### src/shared/fbec_pkg.sv
/*
 * Shared constants and types of the fieldbus enable and control byte block:
 * register indices, field positions, reset values and the loop state type.
 * Assumes a single core clock domain; registers sit at word indices.
 */
package fbec_pkg;

    localparam int          ADDR_W          = 4;
    localparam int          DATA_W          = 32;
    localparam int          FSEL_W          = 3;
    localparam int          TELEGRAM_LEN    = 8;
    localparam int          BRANCHES        = 2;
    localparam int          PIN_N           = 7;
    localparam int          IRQ_N           = 5;

    // register indices
    localparam logic [3:0]  REG_TELEGRAM    = 4'h0;
    localparam logic [3:0]  REG_CONFIG      = 4'h1;
    localparam logic [3:0]  REG_STATUS      = 4'h2;
    localparam logic [3:0]  REG_LOOP        = 4'h3;
    localparam logic [3:0]  REG_SETVAL      = 4'h4;
    localparam logic [3:0]  REG_IRQ_STAT    = 4'h5;
    localparam logic [3:0]  REG_IRQ_MASK    = 4'h6;

    // telegram
    localparam logic [7:0]  CMD_PROCESS     = 8'h0F;
    localparam int          TG_START_BIT    = 8;

    // control byte
    localparam int          CTRL_TEST_BIT   = 2;
    localparam int          CTRL_BUSDIS_BIT = 7;
    localparam logic [7:0]  CTRL_KEEP_MASK  = 8'hEE;
    localparam logic [7:0]  CTRL_IGNORED    = 8'h11;
    localparam logic [7:0]  CTRL_RESET      = 8'h00;

    // status high byte
    localparam int          STAT_HWEN_BIT   = 2;
    localparam int          STAT_ERR_BIT    = 3;
    localparam int          STAT_BUSDIS_BIT = 7;

    // function selects that allow remote loop
    localparam logic [2:0]  LOOP_SEL_A      = 3'h2;
    localparam logic [2:0]  LOOP_SEL_B      = 3'h4;

    // config register fields
    localparam int          CFG_FSEL1_LSB   = 0;
    localparam int          CFG_FSEL2_LSB   = 4;
    localparam int          CFG_PERMIT_LSB  = 8;
    localparam logic [15:0] CFG_RESET       = 16'h0000;

    // loop status register fields
    localparam int          LS_CLOSED_LSB   = 0;
    localparam int          LS_COMP_LSB     = 2;
    localparam int          LS_AUX_LSB      = 4;
    localparam int          LS_CTRL_LSB     = 8;

    // interrupt bits
    localparam int          IRQ_FRAME       = 0;
    localparam int          IRQ_ERROR       = 1;
    localparam int          IRQ_PIN         = 2;
    localparam int          IRQ_LOOP1       = 3;
    localparam int          IRQ_LOOP2       = 4;
    localparam logic [4:0]  IRQ_RESET       = 5'h00;

    localparam logic [15:0] SETVAL_RESET    = 16'h0000;

    typedef enum logic [0:0] {
        LOOP_OPEN   = 1'b0,
        LOOP_CLOSED = 1'b1
    } fbec_loop_t;

endpackage : fbec_pkg

### src/shared/fbec_frame_if.sv
/*
 * Carries one assembled process-data telegram from the byte assembler
 * to the control core. Assumes both ends run on the core clock.
 */
interface fbec_frame_if;
    logic        frameDone;
    logic [7:0]  telegramTag;
    logic [7:0]  slaveCount;
    logic [7:0]  command;
    logic [7:0]  specialFunctionByte;
    logic [15:0] branch1SetValue;
    logic [15:0] branch1SecondSetValue;

    modport assembler (
        output frameDone, telegramTag, slaveCount, command,
               specialFunctionByte, branch1SetValue, branch1SecondSetValue
    );
    modport consumer (
        input  frameDone, telegramTag, slaveCount, command,
               specialFunctionByte, branch1SetValue, branch1SecondSetValue
    );
endinterface : fbec_frame_if

### src/hw/fbec_telegram_rx.sv
/*
 * Collects the eight telegram bytes written by software into a frame and
 * pulses frameDone when the last byte arrives.
 * Assumes bytes come one per strobe, first byte marked by frameStart.
 */
module fbec_telegram_rx (
    // clock and reset
    input  wire logic          core_clk,
    input  wire logic          rst_n,
    input  wire logic          ce,
    // byte stream
    input  wire logic          byteValid,
    input  wire logic [7:0]    byteData,
    input  wire logic          frameStart,
    // assembled frame
    fbec_frame_if.assembler    frame
);
    import fbec_pkg::*;

    logic [7:0] bytes      [TELEGRAM_LEN];
    logic [7:0] next_bytes [TELEGRAM_LEN];
    logic [2:0] byteIndex;
    logic [2:0] next_byteIndex;
    logic       done;
    logic       next_done;

    always_comb begin
        logic [2:0] slot;
        slot           = frameStart ? 3'h0 : byteIndex;
        next_bytes     = bytes;
        next_byteIndex = byteIndex;
        next_done      = 1'b0;
        if (byteValid) begin
            next_bytes[slot] = byteData;
            next_byteIndex   = slot + 3'h1;
            next_done        = (slot == 3'(TELEGRAM_LEN - 1));
        end
    end

    always_ff @(posedge core_clk or negedge rst_n) begin
        if (!rst_n) begin
            for (int i = 0; i < TELEGRAM_LEN; i++) begin
                bytes[i] <= 8'h00;
            end
            byteIndex <= 3'h0;
            done      <= 1'b0;
        end else if (ce) begin
            bytes     <= next_bytes;
            byteIndex <= next_byteIndex;
            done      <= next_done;
        end
    end

    assign frame.frameDone             = done;
    assign frame.telegramTag           = bytes[0];
    assign frame.slaveCount            = bytes[1];
    assign frame.command               = bytes[2];
    assign frame.specialFunctionByte   = bytes[3];
    assign frame.branch1SetValue       = {bytes[4], bytes[5]};
    assign frame.branch1SecondSetValue = {bytes[6], bytes[7]};

endmodule : fbec_telegram_rx

### src/hw/fbec_top.sv
/*
 * Control core for the process-data write telegram: control byte decode,
 * output gating by enable pin and bus disable, error latch, per-branch
 * remote loop switchover, comparator test output and register port.
 * Assumes pin inputs are asynchronous and errorDetect is on core_clk.
 */
// Local design decisions: the strobed register port and the placing of the registers.
// Notes on behaviour
// - no output drive without enable pin high
// - bus disable blocks outputs, drive drops zero
// - bus disable set then released acknowledges errors
// - enable pin falling clears pending bus disable
// - status shows bus disable and pin enable
// - branch 1 comparator inputs zero until request
// - branch 1 closes on select, request, comparator low
// - per-branch closed loop active status
// - branch 2 same switchover and zero hold
// - aux comparator bits read comparator state
// - test bit forces comparator output when permitted
// - decode test and bus disable, drop bits 0 and 4, store the rest
// - control byte only with enable, else zero
// - status high byte bit positions fixed
// - error discards set points, disables outputs
module fbec_top (
    // clock and reset
    input  wire logic                    core_clk,
    input  wire logic                    rst_n,
    input  wire logic                    ce,
    // register port
    input  wire logic [fbec_pkg::ADDR_W-1:0] regAddr,
    input  wire logic [fbec_pkg::DATA_W-1:0] regWrData,
    input  wire logic                    regWrite,
    input  wire logic                    regRead,
    output logic      [fbec_pkg::DATA_W-1:0] regRdData,
    // pins
    input  wire logic                    pinEnable,
    input  wire logic                    loopRequestB1,
    input  wire logic                    loopRequestB2,
    input  wire logic                    comparatorB1,
    input  wire logic                    comparatorB2,
    input  wire logic                    auxComparatorB1,
    input  wire logic                    auxComparatorB2,
    // error monitor
    input  wire logic                    errorDetect,
    input  wire logic [7:0]              errorNumber,
    // output stages
    output logic                         stageEnable,
    output logic      [15:0]             branch1Drive,
    output logic      [15:0]             branch1SecondDrive,
    output logic                         errorCompOut,
    // loop control
    output logic                         cmpInputHoldB1,
    output logic                         cmpInputHoldB2,
    output logic                         closedLoopActiveB1,
    output logic                         closedLoopActiveB2,
    // interrupt
    output logic                         irq
);
    import fbec_pkg::*;

    function automatic logic isLoopSelect(input logic [FSEL_W-1:0] fsel);
        isLoopSelect = (fsel == LOOP_SEL_A) || (fsel == LOOP_SEL_B);
    endfunction : isLoopSelect

    // pin synchronisers
    logic [PIN_N-1:0] pinMeta;
    logic [PIN_N-1:0] pinSync;

    always_ff @(posedge core_clk or negedge rst_n) begin
        if (!rst_n) begin
            pinMeta <= '0;
            pinSync <= '0;
        end else if (ce) begin
            pinMeta <= {auxComparatorB2, auxComparatorB1, comparatorB2,
                        comparatorB1, loopRequestB2, loopRequestB1,
                        pinEnable};
            pinSync <= pinMeta;
        end
    end

    logic                pinEnableActive;
    logic [BRANCHES-1:0] loopReq;
    logic [BRANCHES-1:0] compState;
    logic [BRANCHES-1:0] auxState;

    assign pinEnableActive = pinSync[0];
    assign loopReq         = pinSync[2:1];
    assign compState       = pinSync[4:3];
    assign auxState        = pinSync[6:5];

    // telegram assembly
    fbec_frame_if frame ();
    logic telegramWrite;
    assign telegramWrite = regWrite && (regAddr == REG_TELEGRAM);
    fbec_telegram_rx u_rx (
        .core_clk   (core_clk),
        .rst_n      (rst_n),
        .ce         (ce),
        .byteValid  (telegramWrite),
        .byteData   (regWrData[7:0]),
        .frameStart (regWrData[TG_START_BIT]),
        .frame      (frame)
    );

    // core state
    logic [7:0]          specialFunctionByte;
    logic [7:0]          next_specialFunctionByte;
    logic [15:0]         setValue1;
    logic [15:0]         next_setValue1;
    logic [15:0]         setValue2;
    logic [15:0]         next_setValue2;
    logic [15:0]         cfgWord;
    logic [15:0]         next_config;
    logic                busDisPrev;
    logic                pinPrev;
    logic                errorLatched;
    logic                next_errorLatched;
    logic                next_stageEnable;
    logic [15:0]         next_branch1Drive;
    logic [15:0]         next_branch1SecondDrive;
    logic                next_errorCompOut;
    logic [BRANCHES-1:0] cmpHold;
    logic [BRANCHES-1:0] next_cmpHold;
    logic [IRQ_N-1:0]    irqStatus;
    logic [IRQ_N-1:0]    next_irqStatus;
    logic [IRQ_N-1:0]    irqMask;
    logic [IRQ_N-1:0]    next_irqMask;
    logic [DATA_W-1:0]   next_regRdData;
    logic                busDisable;
    logic                comparatorOutputTest;
    logic                errorActive;
    logic                errorAck;
    logic                frameAccept;
    logic [7:0]          testPermit;
    logic [FSEL_W-1:0]   fsel [BRANCHES];
    fbec_loop_t          loopState [BRANCHES];
    logic [BRANCHES-1:0] loopEnter;
    logic [BRANCHES-1:0] closedFlags;
    logic [7:0]          statusHigh;

    assign busDisable           = specialFunctionByte[CTRL_BUSDIS_BIT];
    assign comparatorOutputTest = specialFunctionByte[CTRL_TEST_BIT];
    assign errorActive          = errorLatched || errorDetect;
    assign testPermit           = cfgWord[CFG_PERMIT_LSB +: 8];
    assign fsel[0]              = cfgWord[CFG_FSEL1_LSB +: FSEL_W];
    assign fsel[1]              = cfgWord[CFG_FSEL2_LSB +: FSEL_W];
    // acknowledge by bus disable release or enable pin drop
    assign errorAck    = (busDisPrev && !busDisable)
                       || (pinPrev && !pinEnableActive);
    assign frameAccept = frame.frameDone
                       && (frame.command == CMD_PROCESS);

    always_comb begin
        statusHigh                  = 8'h00;
        statusHigh[STAT_HWEN_BIT]   = pinEnableActive;
        statusHigh[STAT_ERR_BIT]    = errorActive;
        statusHigh[STAT_BUSDIS_BIT] = busDisable;
    end

    always_comb begin
        next_specialFunctionByte = specialFunctionByte;
        if (!pinEnableActive) begin
            next_specialFunctionByte = CTRL_RESET;
        end else if (frameAccept) begin
            next_specialFunctionByte = frame.specialFunctionByte
                                     & CTRL_KEEP_MASK;
        end

        next_setValue1 = setValue1;
        next_setValue2 = setValue2;
        if (errorActive) begin
            next_setValue1 = SETVAL_RESET;
            next_setValue2 = SETVAL_RESET;
        end else if (frameAccept) begin
            next_setValue1 = frame.branch1SetValue;
            next_setValue2 = frame.branch1SecondSetValue;
        end
        // a new error wins over an acknowledge in the same cycle
        next_errorLatched = errorLatched;
        if (errorDetect) begin
            next_errorLatched = 1'b1;
        end else if (errorAck) begin
            next_errorLatched = 1'b0;
        end

        next_stageEnable = pinEnableActive && !busDisable
                         && !errorActive;
        next_branch1Drive       = next_stageEnable ? setValue1 : SETVAL_RESET;
        next_branch1SecondDrive = next_stageEnable ? setValue2 : SETVAL_RESET;
        next_errorCompOut = (comparatorOutputTest && (testPermit != 8'h00)
                             && !errorActive)
                          || (|compState);
        next_cmpHold = ~loopReq;
        next_config  = cfgWord;
        next_irqMask = irqMask;
        next_irqStatus = irqStatus;
        if (regWrite) begin
            if (regAddr == REG_CONFIG) begin
                next_config = regWrData[15:0];
            end else if (regAddr == REG_IRQ_STAT) begin
                next_irqStatus = irqStatus & ~regWrData[IRQ_N-1:0];
            end else if (regAddr == REG_IRQ_MASK) begin
                next_irqMask = regWrData[IRQ_N-1:0];
            end
        end
        next_irqStatus[IRQ_FRAME] = next_irqStatus[IRQ_FRAME] || frameAccept;
        next_irqStatus[IRQ_ERROR] = next_irqStatus[IRQ_ERROR]
                                  || (next_errorLatched && !errorLatched);
        next_irqStatus[IRQ_PIN]   = next_irqStatus[IRQ_PIN]
                                  || (pinPrev != pinEnableActive);
        next_irqStatus[IRQ_LOOP1] = next_irqStatus[IRQ_LOOP1] || loopEnter[0];
        next_irqStatus[IRQ_LOOP2] = next_irqStatus[IRQ_LOOP2] || loopEnter[1];

        next_regRdData = '0;
        if (regRead) begin
            if (regAddr == REG_CONFIG) begin
                next_regRdData[15:0] = cfgWord;
            end else if (regAddr == REG_STATUS) begin
                next_regRdData[15:8] = statusHigh;
                next_regRdData[7:0]  = errorActive ? errorNumber : 8'h00;
            end else if (regAddr == REG_LOOP) begin
                next_regRdData[LS_CLOSED_LSB +: BRANCHES] = closedFlags;
                next_regRdData[LS_COMP_LSB +: BRANCHES]   = compState;
                next_regRdData[LS_AUX_LSB +: BRANCHES]    = auxState;
                next_regRdData[LS_CTRL_LSB +: 8] = specialFunctionByte;
            end else if (regAddr == REG_SETVAL) begin
                next_regRdData = {setValue2, setValue1};
            end else if (regAddr == REG_IRQ_STAT) begin
                next_regRdData[IRQ_N-1:0] = irqStatus;
            end else if (regAddr == REG_IRQ_MASK) begin
                next_regRdData[IRQ_N-1:0] = irqMask;
            end
        end
    end

    always_ff @(posedge core_clk or negedge rst_n) begin
        if (!rst_n) begin
            specialFunctionByte <= CTRL_RESET;
            setValue1           <= SETVAL_RESET;
            setValue2           <= SETVAL_RESET;
            cfgWord             <= CFG_RESET;
            busDisPrev          <= 1'b0;
            pinPrev             <= 1'b0;
            errorLatched        <= 1'b0;
            stageEnable         <= 1'b0;
            branch1Drive        <= SETVAL_RESET;
            branch1SecondDrive  <= SETVAL_RESET;
            errorCompOut        <= 1'b0;
            cmpHold             <= '1;
            irqStatus           <= IRQ_RESET;
            irqMask             <= IRQ_RESET;
            regRdData           <= '0;
        end else if (ce) begin
            specialFunctionByte <= next_specialFunctionByte;
            setValue1           <= next_setValue1;
            setValue2           <= next_setValue2;
            cfgWord             <= next_config;
            busDisPrev          <= busDisable;
            pinPrev             <= pinEnableActive;
            errorLatched        <= next_errorLatched;
            stageEnable         <= next_stageEnable;
            branch1Drive        <= next_branch1Drive;
            branch1SecondDrive  <= next_branch1SecondDrive;
            errorCompOut        <= next_errorCompOut;
            cmpHold             <= next_cmpHold;
            irqStatus           <= next_irqStatus;
            irqMask             <= next_irqMask;
            regRdData           <= next_regRdData;
        end
    end

    // remote loop switchover per branch
    for (genvar b = 0; b < BRANCHES; b++) begin : g_branch
        fbec_loop_t next_state;

        always_comb begin
            next_state = loopState[b];
            case (loopState[b])
                LOOP_OPEN: begin
                    if (isLoopSelect(fsel[b]) && loopReq[b]
                        && !compState[b]) begin
                        next_state = LOOP_CLOSED;
                    end
                end
                LOOP_CLOSED: begin
                    if (!loopReq[b]) begin
                        next_state = LOOP_OPEN;
                    end
                end
                default: next_state = LOOP_OPEN;
            endcase
        end

        always_ff @(posedge core_clk or negedge rst_n) begin
            if (!rst_n) begin
                loopState[b] <= LOOP_OPEN;
            end else if (ce) begin
                loopState[b] <= next_state;
            end
        end

        assign loopEnter[b]   = ce && (loopState[b] == LOOP_OPEN)
                              && (next_state == LOOP_CLOSED);
        assign closedFlags[b] = (loopState[b] == LOOP_CLOSED);
    end

    assign closedLoopActiveB1 = closedFlags[0];
    assign closedLoopActiveB2 = closedFlags[1];
    assign cmpInputHoldB1     = cmpHold[0];
    assign cmpInputHoldB2     = cmpHold[1];
    assign irq                = |(irqStatus & irqMask);
endmodule : fbec_top

### config.mk
export PLATFORM = sky130hd
export DESIGN_NAME = fbec_top
export DESIGN_NICKNAME = d
export VERILOG_FILES = /design/src/shared/fbec_pkg.sv /design/src/shared/fbec_frame_if.sv /design/src/hw/fbec_telegram_rx.sv /design/src/hw/fbec_top.sv
export SDC_FILE = /design/constraint.sdc
export NUM_CORES = 1
export LEC_CHECK = 0
export BUFFER_PORTS_ARGS = -buffer_cell sky130_fd_sc_hd__buf_2
export CAP_MARGIN = 20
export CORE_MARGIN = 3
export CORE_UTILIZATION = 41
export CTS_BUF_LIST = sky130_fd_sc_hd__clkbuf_8
export DETAILED_ROUTE_END_ITERATION = 10
export PLACE_DENSITY = 0.6
export SLEW_MARGIN = 5
export SYNTH_ARGS = -nofsm -noshare
export SYNTH_HDL_FRONTEND = slang
export SYNTH_SLANG_ARGS = --single-unit
### constraint.sdc
create_clock -name core_clk -period 2.45 [get_ports core_clk]
set_input_delay 0.3675 -clock core_clk [delete_from_list [all_inputs] [get_ports core_clk]]
set_output_delay 0.3675 -clock core_clk [all_outputs]
set_load 0.05 [all_outputs]
==> metrics.md <==
| Metric | Value |
|---|---|
| Num CTS Buffers | `35` |
| Detailed-router iteration count before antenna repair | `4` |
| GPL Wtd Cong | `roughly 0.81` |
| Worst setup SP type | `flip-flop` |
| Yosys cell types | `48` |
| Critical Path Source | `u_rx.frame.command[4]$_DFFE_PN0P_` |
| CTS root buffer | `clkbuf_8` |
| Critical Path Max Stage Delay | `0.57 ns` |
| Die area | `about 21000 sq um` |
| Mapped Area | `just over 8000 sq um` |
| Core Rows | `50` |
| Global route overflow | `0` |
| Setup Viol. Count Final | `0` |
| Critical Path RT | `2.89 ns` |
| Cell leakage power | `4.88 nW` |
| Initial antenna violation count | `0` |
| Post-CTS setup buffers | `0` |
| Capture point of the critical path | `setValue1[10]$_DFFE_PN0P_` |
| I/O Pins | `between 100 and 150` |
| Global Route Usage Sum | `0.197` |
| Clock Latency Late Sink | `around 0.52 ns` |
| Count of final hold-check violations | `0` |
| Reg clk slew, reported paths | `~0.06 ns` |
| Number of global-route vias before repair | `slightly below 6000` |
| Synth Register Bits | `between 200 and 250` |
| Setup CP Type | `reg2reg` |
| Slowest stage cell, crit path | `or4b_1` |
| Final WL | `between 20000 and 25000 microns` |
| Max layer used | `met4` |
| RR Startpoint | `u_rx.frame.command[4]$_DFFE_PN0P_` |
| Pwr Density | `roughly 740 nW/um^2` |
| CTS tree | `done` |
| Synth Flop Type | `dfrtp_1` |
| R2r worst-path depth | `5` |
| Initial Util | `0.425` |
| Global-route wire length before repair | `about 34000 microns` |
| RSZ-0062 raised after global routing | `false` |
| Net Count, Synth | `between 600 and 700` |
| Worst Tran Pin Value | `roughly 0.66 ns` |
| Delay-heaviest family, CP | `simple AND/OR/NAND/NOR gates` |
| Hold Path Class | `in2reg` |
| Drt initial violations | `roughly 370` |
| Dpl cell area | `a little over 9000 sq um` |
| Via-to-Cell Ratio | `5.57` |
| Post-synth EDFFs | `0` |
| Antenna-violating nets left | `0` |
| R2R Setup Slk | `roughly 0.36 ns` |
| Worst path arrival time | `around 2.5 ns` |
| Worst Path Buf+Inv | `1` |
| Fin crit share | `0.854` |
| Sequential-to-total area share from yosys stat | `0.621` |
| Final worst slack | `around 0.36 ns` |
| IR drop worst, VDD | `0.000419 V` |
| H-tree depth | `2` |
| Clock Skews | `0.0244 ns` |
| Routed wire per std cell | `a little over 20 microns` |
| Syn avg cell area | `around 14 sq um` |
| Share of cells above drive strength 1 | `0.372` |
| Final Instance Area | `slightly below 10000 sq um` |
| Die W | `around 150 microns` |
| Max frequency | `0.478 GHz` |
| Slew HR | `0.560` |
| # DRC | `0` |
| Via count | `5625` |
| Count of nets after finishing | `around 800` |
| FF-to-FF End | `setValue1[10]$_DFFE_PN0P_` |
| Die height | `~150 microns` |
| CTS Sinks | `approximately 200` |
| Crit path max fanout | `32` |
| Worst path depth | `5` |
| Metal2 WL | `roughly 9900 microns` |
| Post-DP HPWL | `14200 microns` |
| Met3 wire length | `between 1000 and 1500 microns` |
| Yosys warns | `0` |
| Largest net degree at the start of global routing | `82` |
| Syn Inst Count | `approximately 600` |
| IO buf count | `111` |
| Crit end category | `flip-flop` |
| Async set or reset register ratio after synthesis | `1.00` |
| Max-cap check violation count | `0` |
| CP Cell Sequence | `or4b_1 -> nor4b_4 -> and3_1 -> buf_12 -> a22o_1` |
| Pre-CTS setup slack | `around 0.33 ns` |
| Inserted Diodes | `0` |
| Slew Limit Fails | `0` |
| M1 wire length | `9400 microns` |
| Outcome | `finished clean` |
| Clk buf depth | `3` |
| Final min period | `2.09 ns` |
| TNS Setup | `0 ns` |
| Area growth, synth to finish | `19.8%` |
| Placeable Area | `19100 sq um` |
==> sequential cells by signal (all words and copies together) (netlist names), 8 cells and up <==
register and cells:
u_rx.frame.command 8, setValue1 16, u_rx.frame.branch1SecondSetValue 16, setValue2 16, branch1Drive 16, branch1SecondDrive 16, u_rx.frame.branch1SetValue 16, cfgWord 16
regRdData 32
==> logic make-up (layout without fill, tap and decap cells) <==
kind of cell,count (synthesis),in the layout,synth area share
AO/OA/AOI/OAI,177,177,0.175
XOR/XNOR,2,2,0.00216
adder cells (fa/ha/maj),3,3,0.00463
buffers and inverters,53,209,0.0286
flip-flops,201,201,0.621
multiplexers,84,84,0.117
AND/OR/NAND/NOR,73,73,0.0517
==> cells in the final DEF, fill, tap and decap left out, types with 4 or more instances in the layout <==
cell / n
a311oi_1: 6
nand2_1: 27
o21ai_0: 22
a221oi_1: 5
o2bb2ai_1: 13
clkbuf_8: 41
buf_2: 110
nor4_1: 4
buf_4: 25
a21oi_1: 12
dfrtp_1: 199
and3_1: 7
a22o_1: 88
nor2_1: 6
nor2b_1: 9
inv_1: 21
a32o_1: 4
clkinv_2: 4
a2bb2oi_1: 9
mux2_2: 84
a221o_1: 4
==> report_power, final <==
group	internal [mW]	switching, mW
clock	1.50	1.32
combinational	0.268	0.469
sequential	3.49	0.150
total	5.25	1.94
==> worst min-delay path by stage <==
stage | from | end | slack, ns | depth (start not counted)
after floorplan | rst_n | branch1Drive[0]$_DFFE_PN0P_ | 0.07 | 0
after global placement | rst_n | regRdData[4]$_DFFE_PN0P_ | 0.44 | 1
after detailed placement | rst_n | regRdData[1]$_DFFE_PN0P_ | 0.45 | 1
after CTS | regWrData[14] | cfgWord[14]$_DFFE_PN0P_ | 0.06 | 2
after global routing | regWrData[11] | cfgWord[11]$_DFFE_PN0P_ | 0.06 | 2
final | regWrData[9] | cfgWord[9]$_DFFE_PN0P_ | 0.08 | 2
==> synthesized netlist by cell type (2+ instances only) <==
cell type	count	share of area
nand2b_1	2	0.0015
mux2_2	84	0.12
o211ai_1	2	0.0019
o21a_1	2	0.0019
and3_1	7	0.0054
buf_2	5	0.0031
a21oi_1	12	0.0074
nand2_1	27	0.013
a32o_1	4	0.0049
nand3b_1	3	0.0028
clkbuf_1	31	0.014
a311oi_1	6	0.0065
a2bb2oi_1	9	0.0097
nand3_1	3	0.0019
a221oi_1	5	0.0054
buf_6	3	0.0042
a22oi_1	3	0.0028
o2bb2ai_1	13	0.014
xnor2_1	2	0.0022
ha_1	3	0.0046
nor4_1	5	0.0039
o22a_1	2	0.0022
dfstp_2	2	0.0065
nor2_1	6	0.0028
inv_1	12	0.0056
a22o_1	88	0.095
dfrtp_1	199	0.61
nor2b_1	9	0.0069
o21ai_0	22	0.014
a221o_1	4	0.0049
==> metrics by stage <==
step	hold slack (ns)	cells	util	power (mW)
3_3_place_gp	0.439	951	0.475	4.41
5_1_grt	0.0647	1009	0.509	7.52
4_1_cts	0.0611	1009	0.509	7.28
6_report	0.0806	1009	0.509	7.19
3_5_place_dp	0.450	951	0.475	4.44
2_1_floorplan	0.0719	593	-	4.10
==> metal layers <==
metal	GRT usage	vias up
met1	0.273	2904
met4	0.0597	0
met2	0.320	169
met5	0	-
met3	0.0351	39
li1	-	2513
==> layout make-up <==
class	count	area [sq um]
Fill cell	1684	9370
Sequential cell	201	5030
Multi-Input combinational cell	339	2850
Timing Repair Buffer	140	822
Clock buffer	40	551
Tap cell	260	325
Clock inverter	17	86.3
Inverter	12	45.0
==> repair_timing <==
action | CTS | global route
hold endpoints to repair | 75 | 0
gates resized for setup | 0 | 0
hold buffers | 1 | 0
Note: power is estimated with default switching activity, not from simulation.
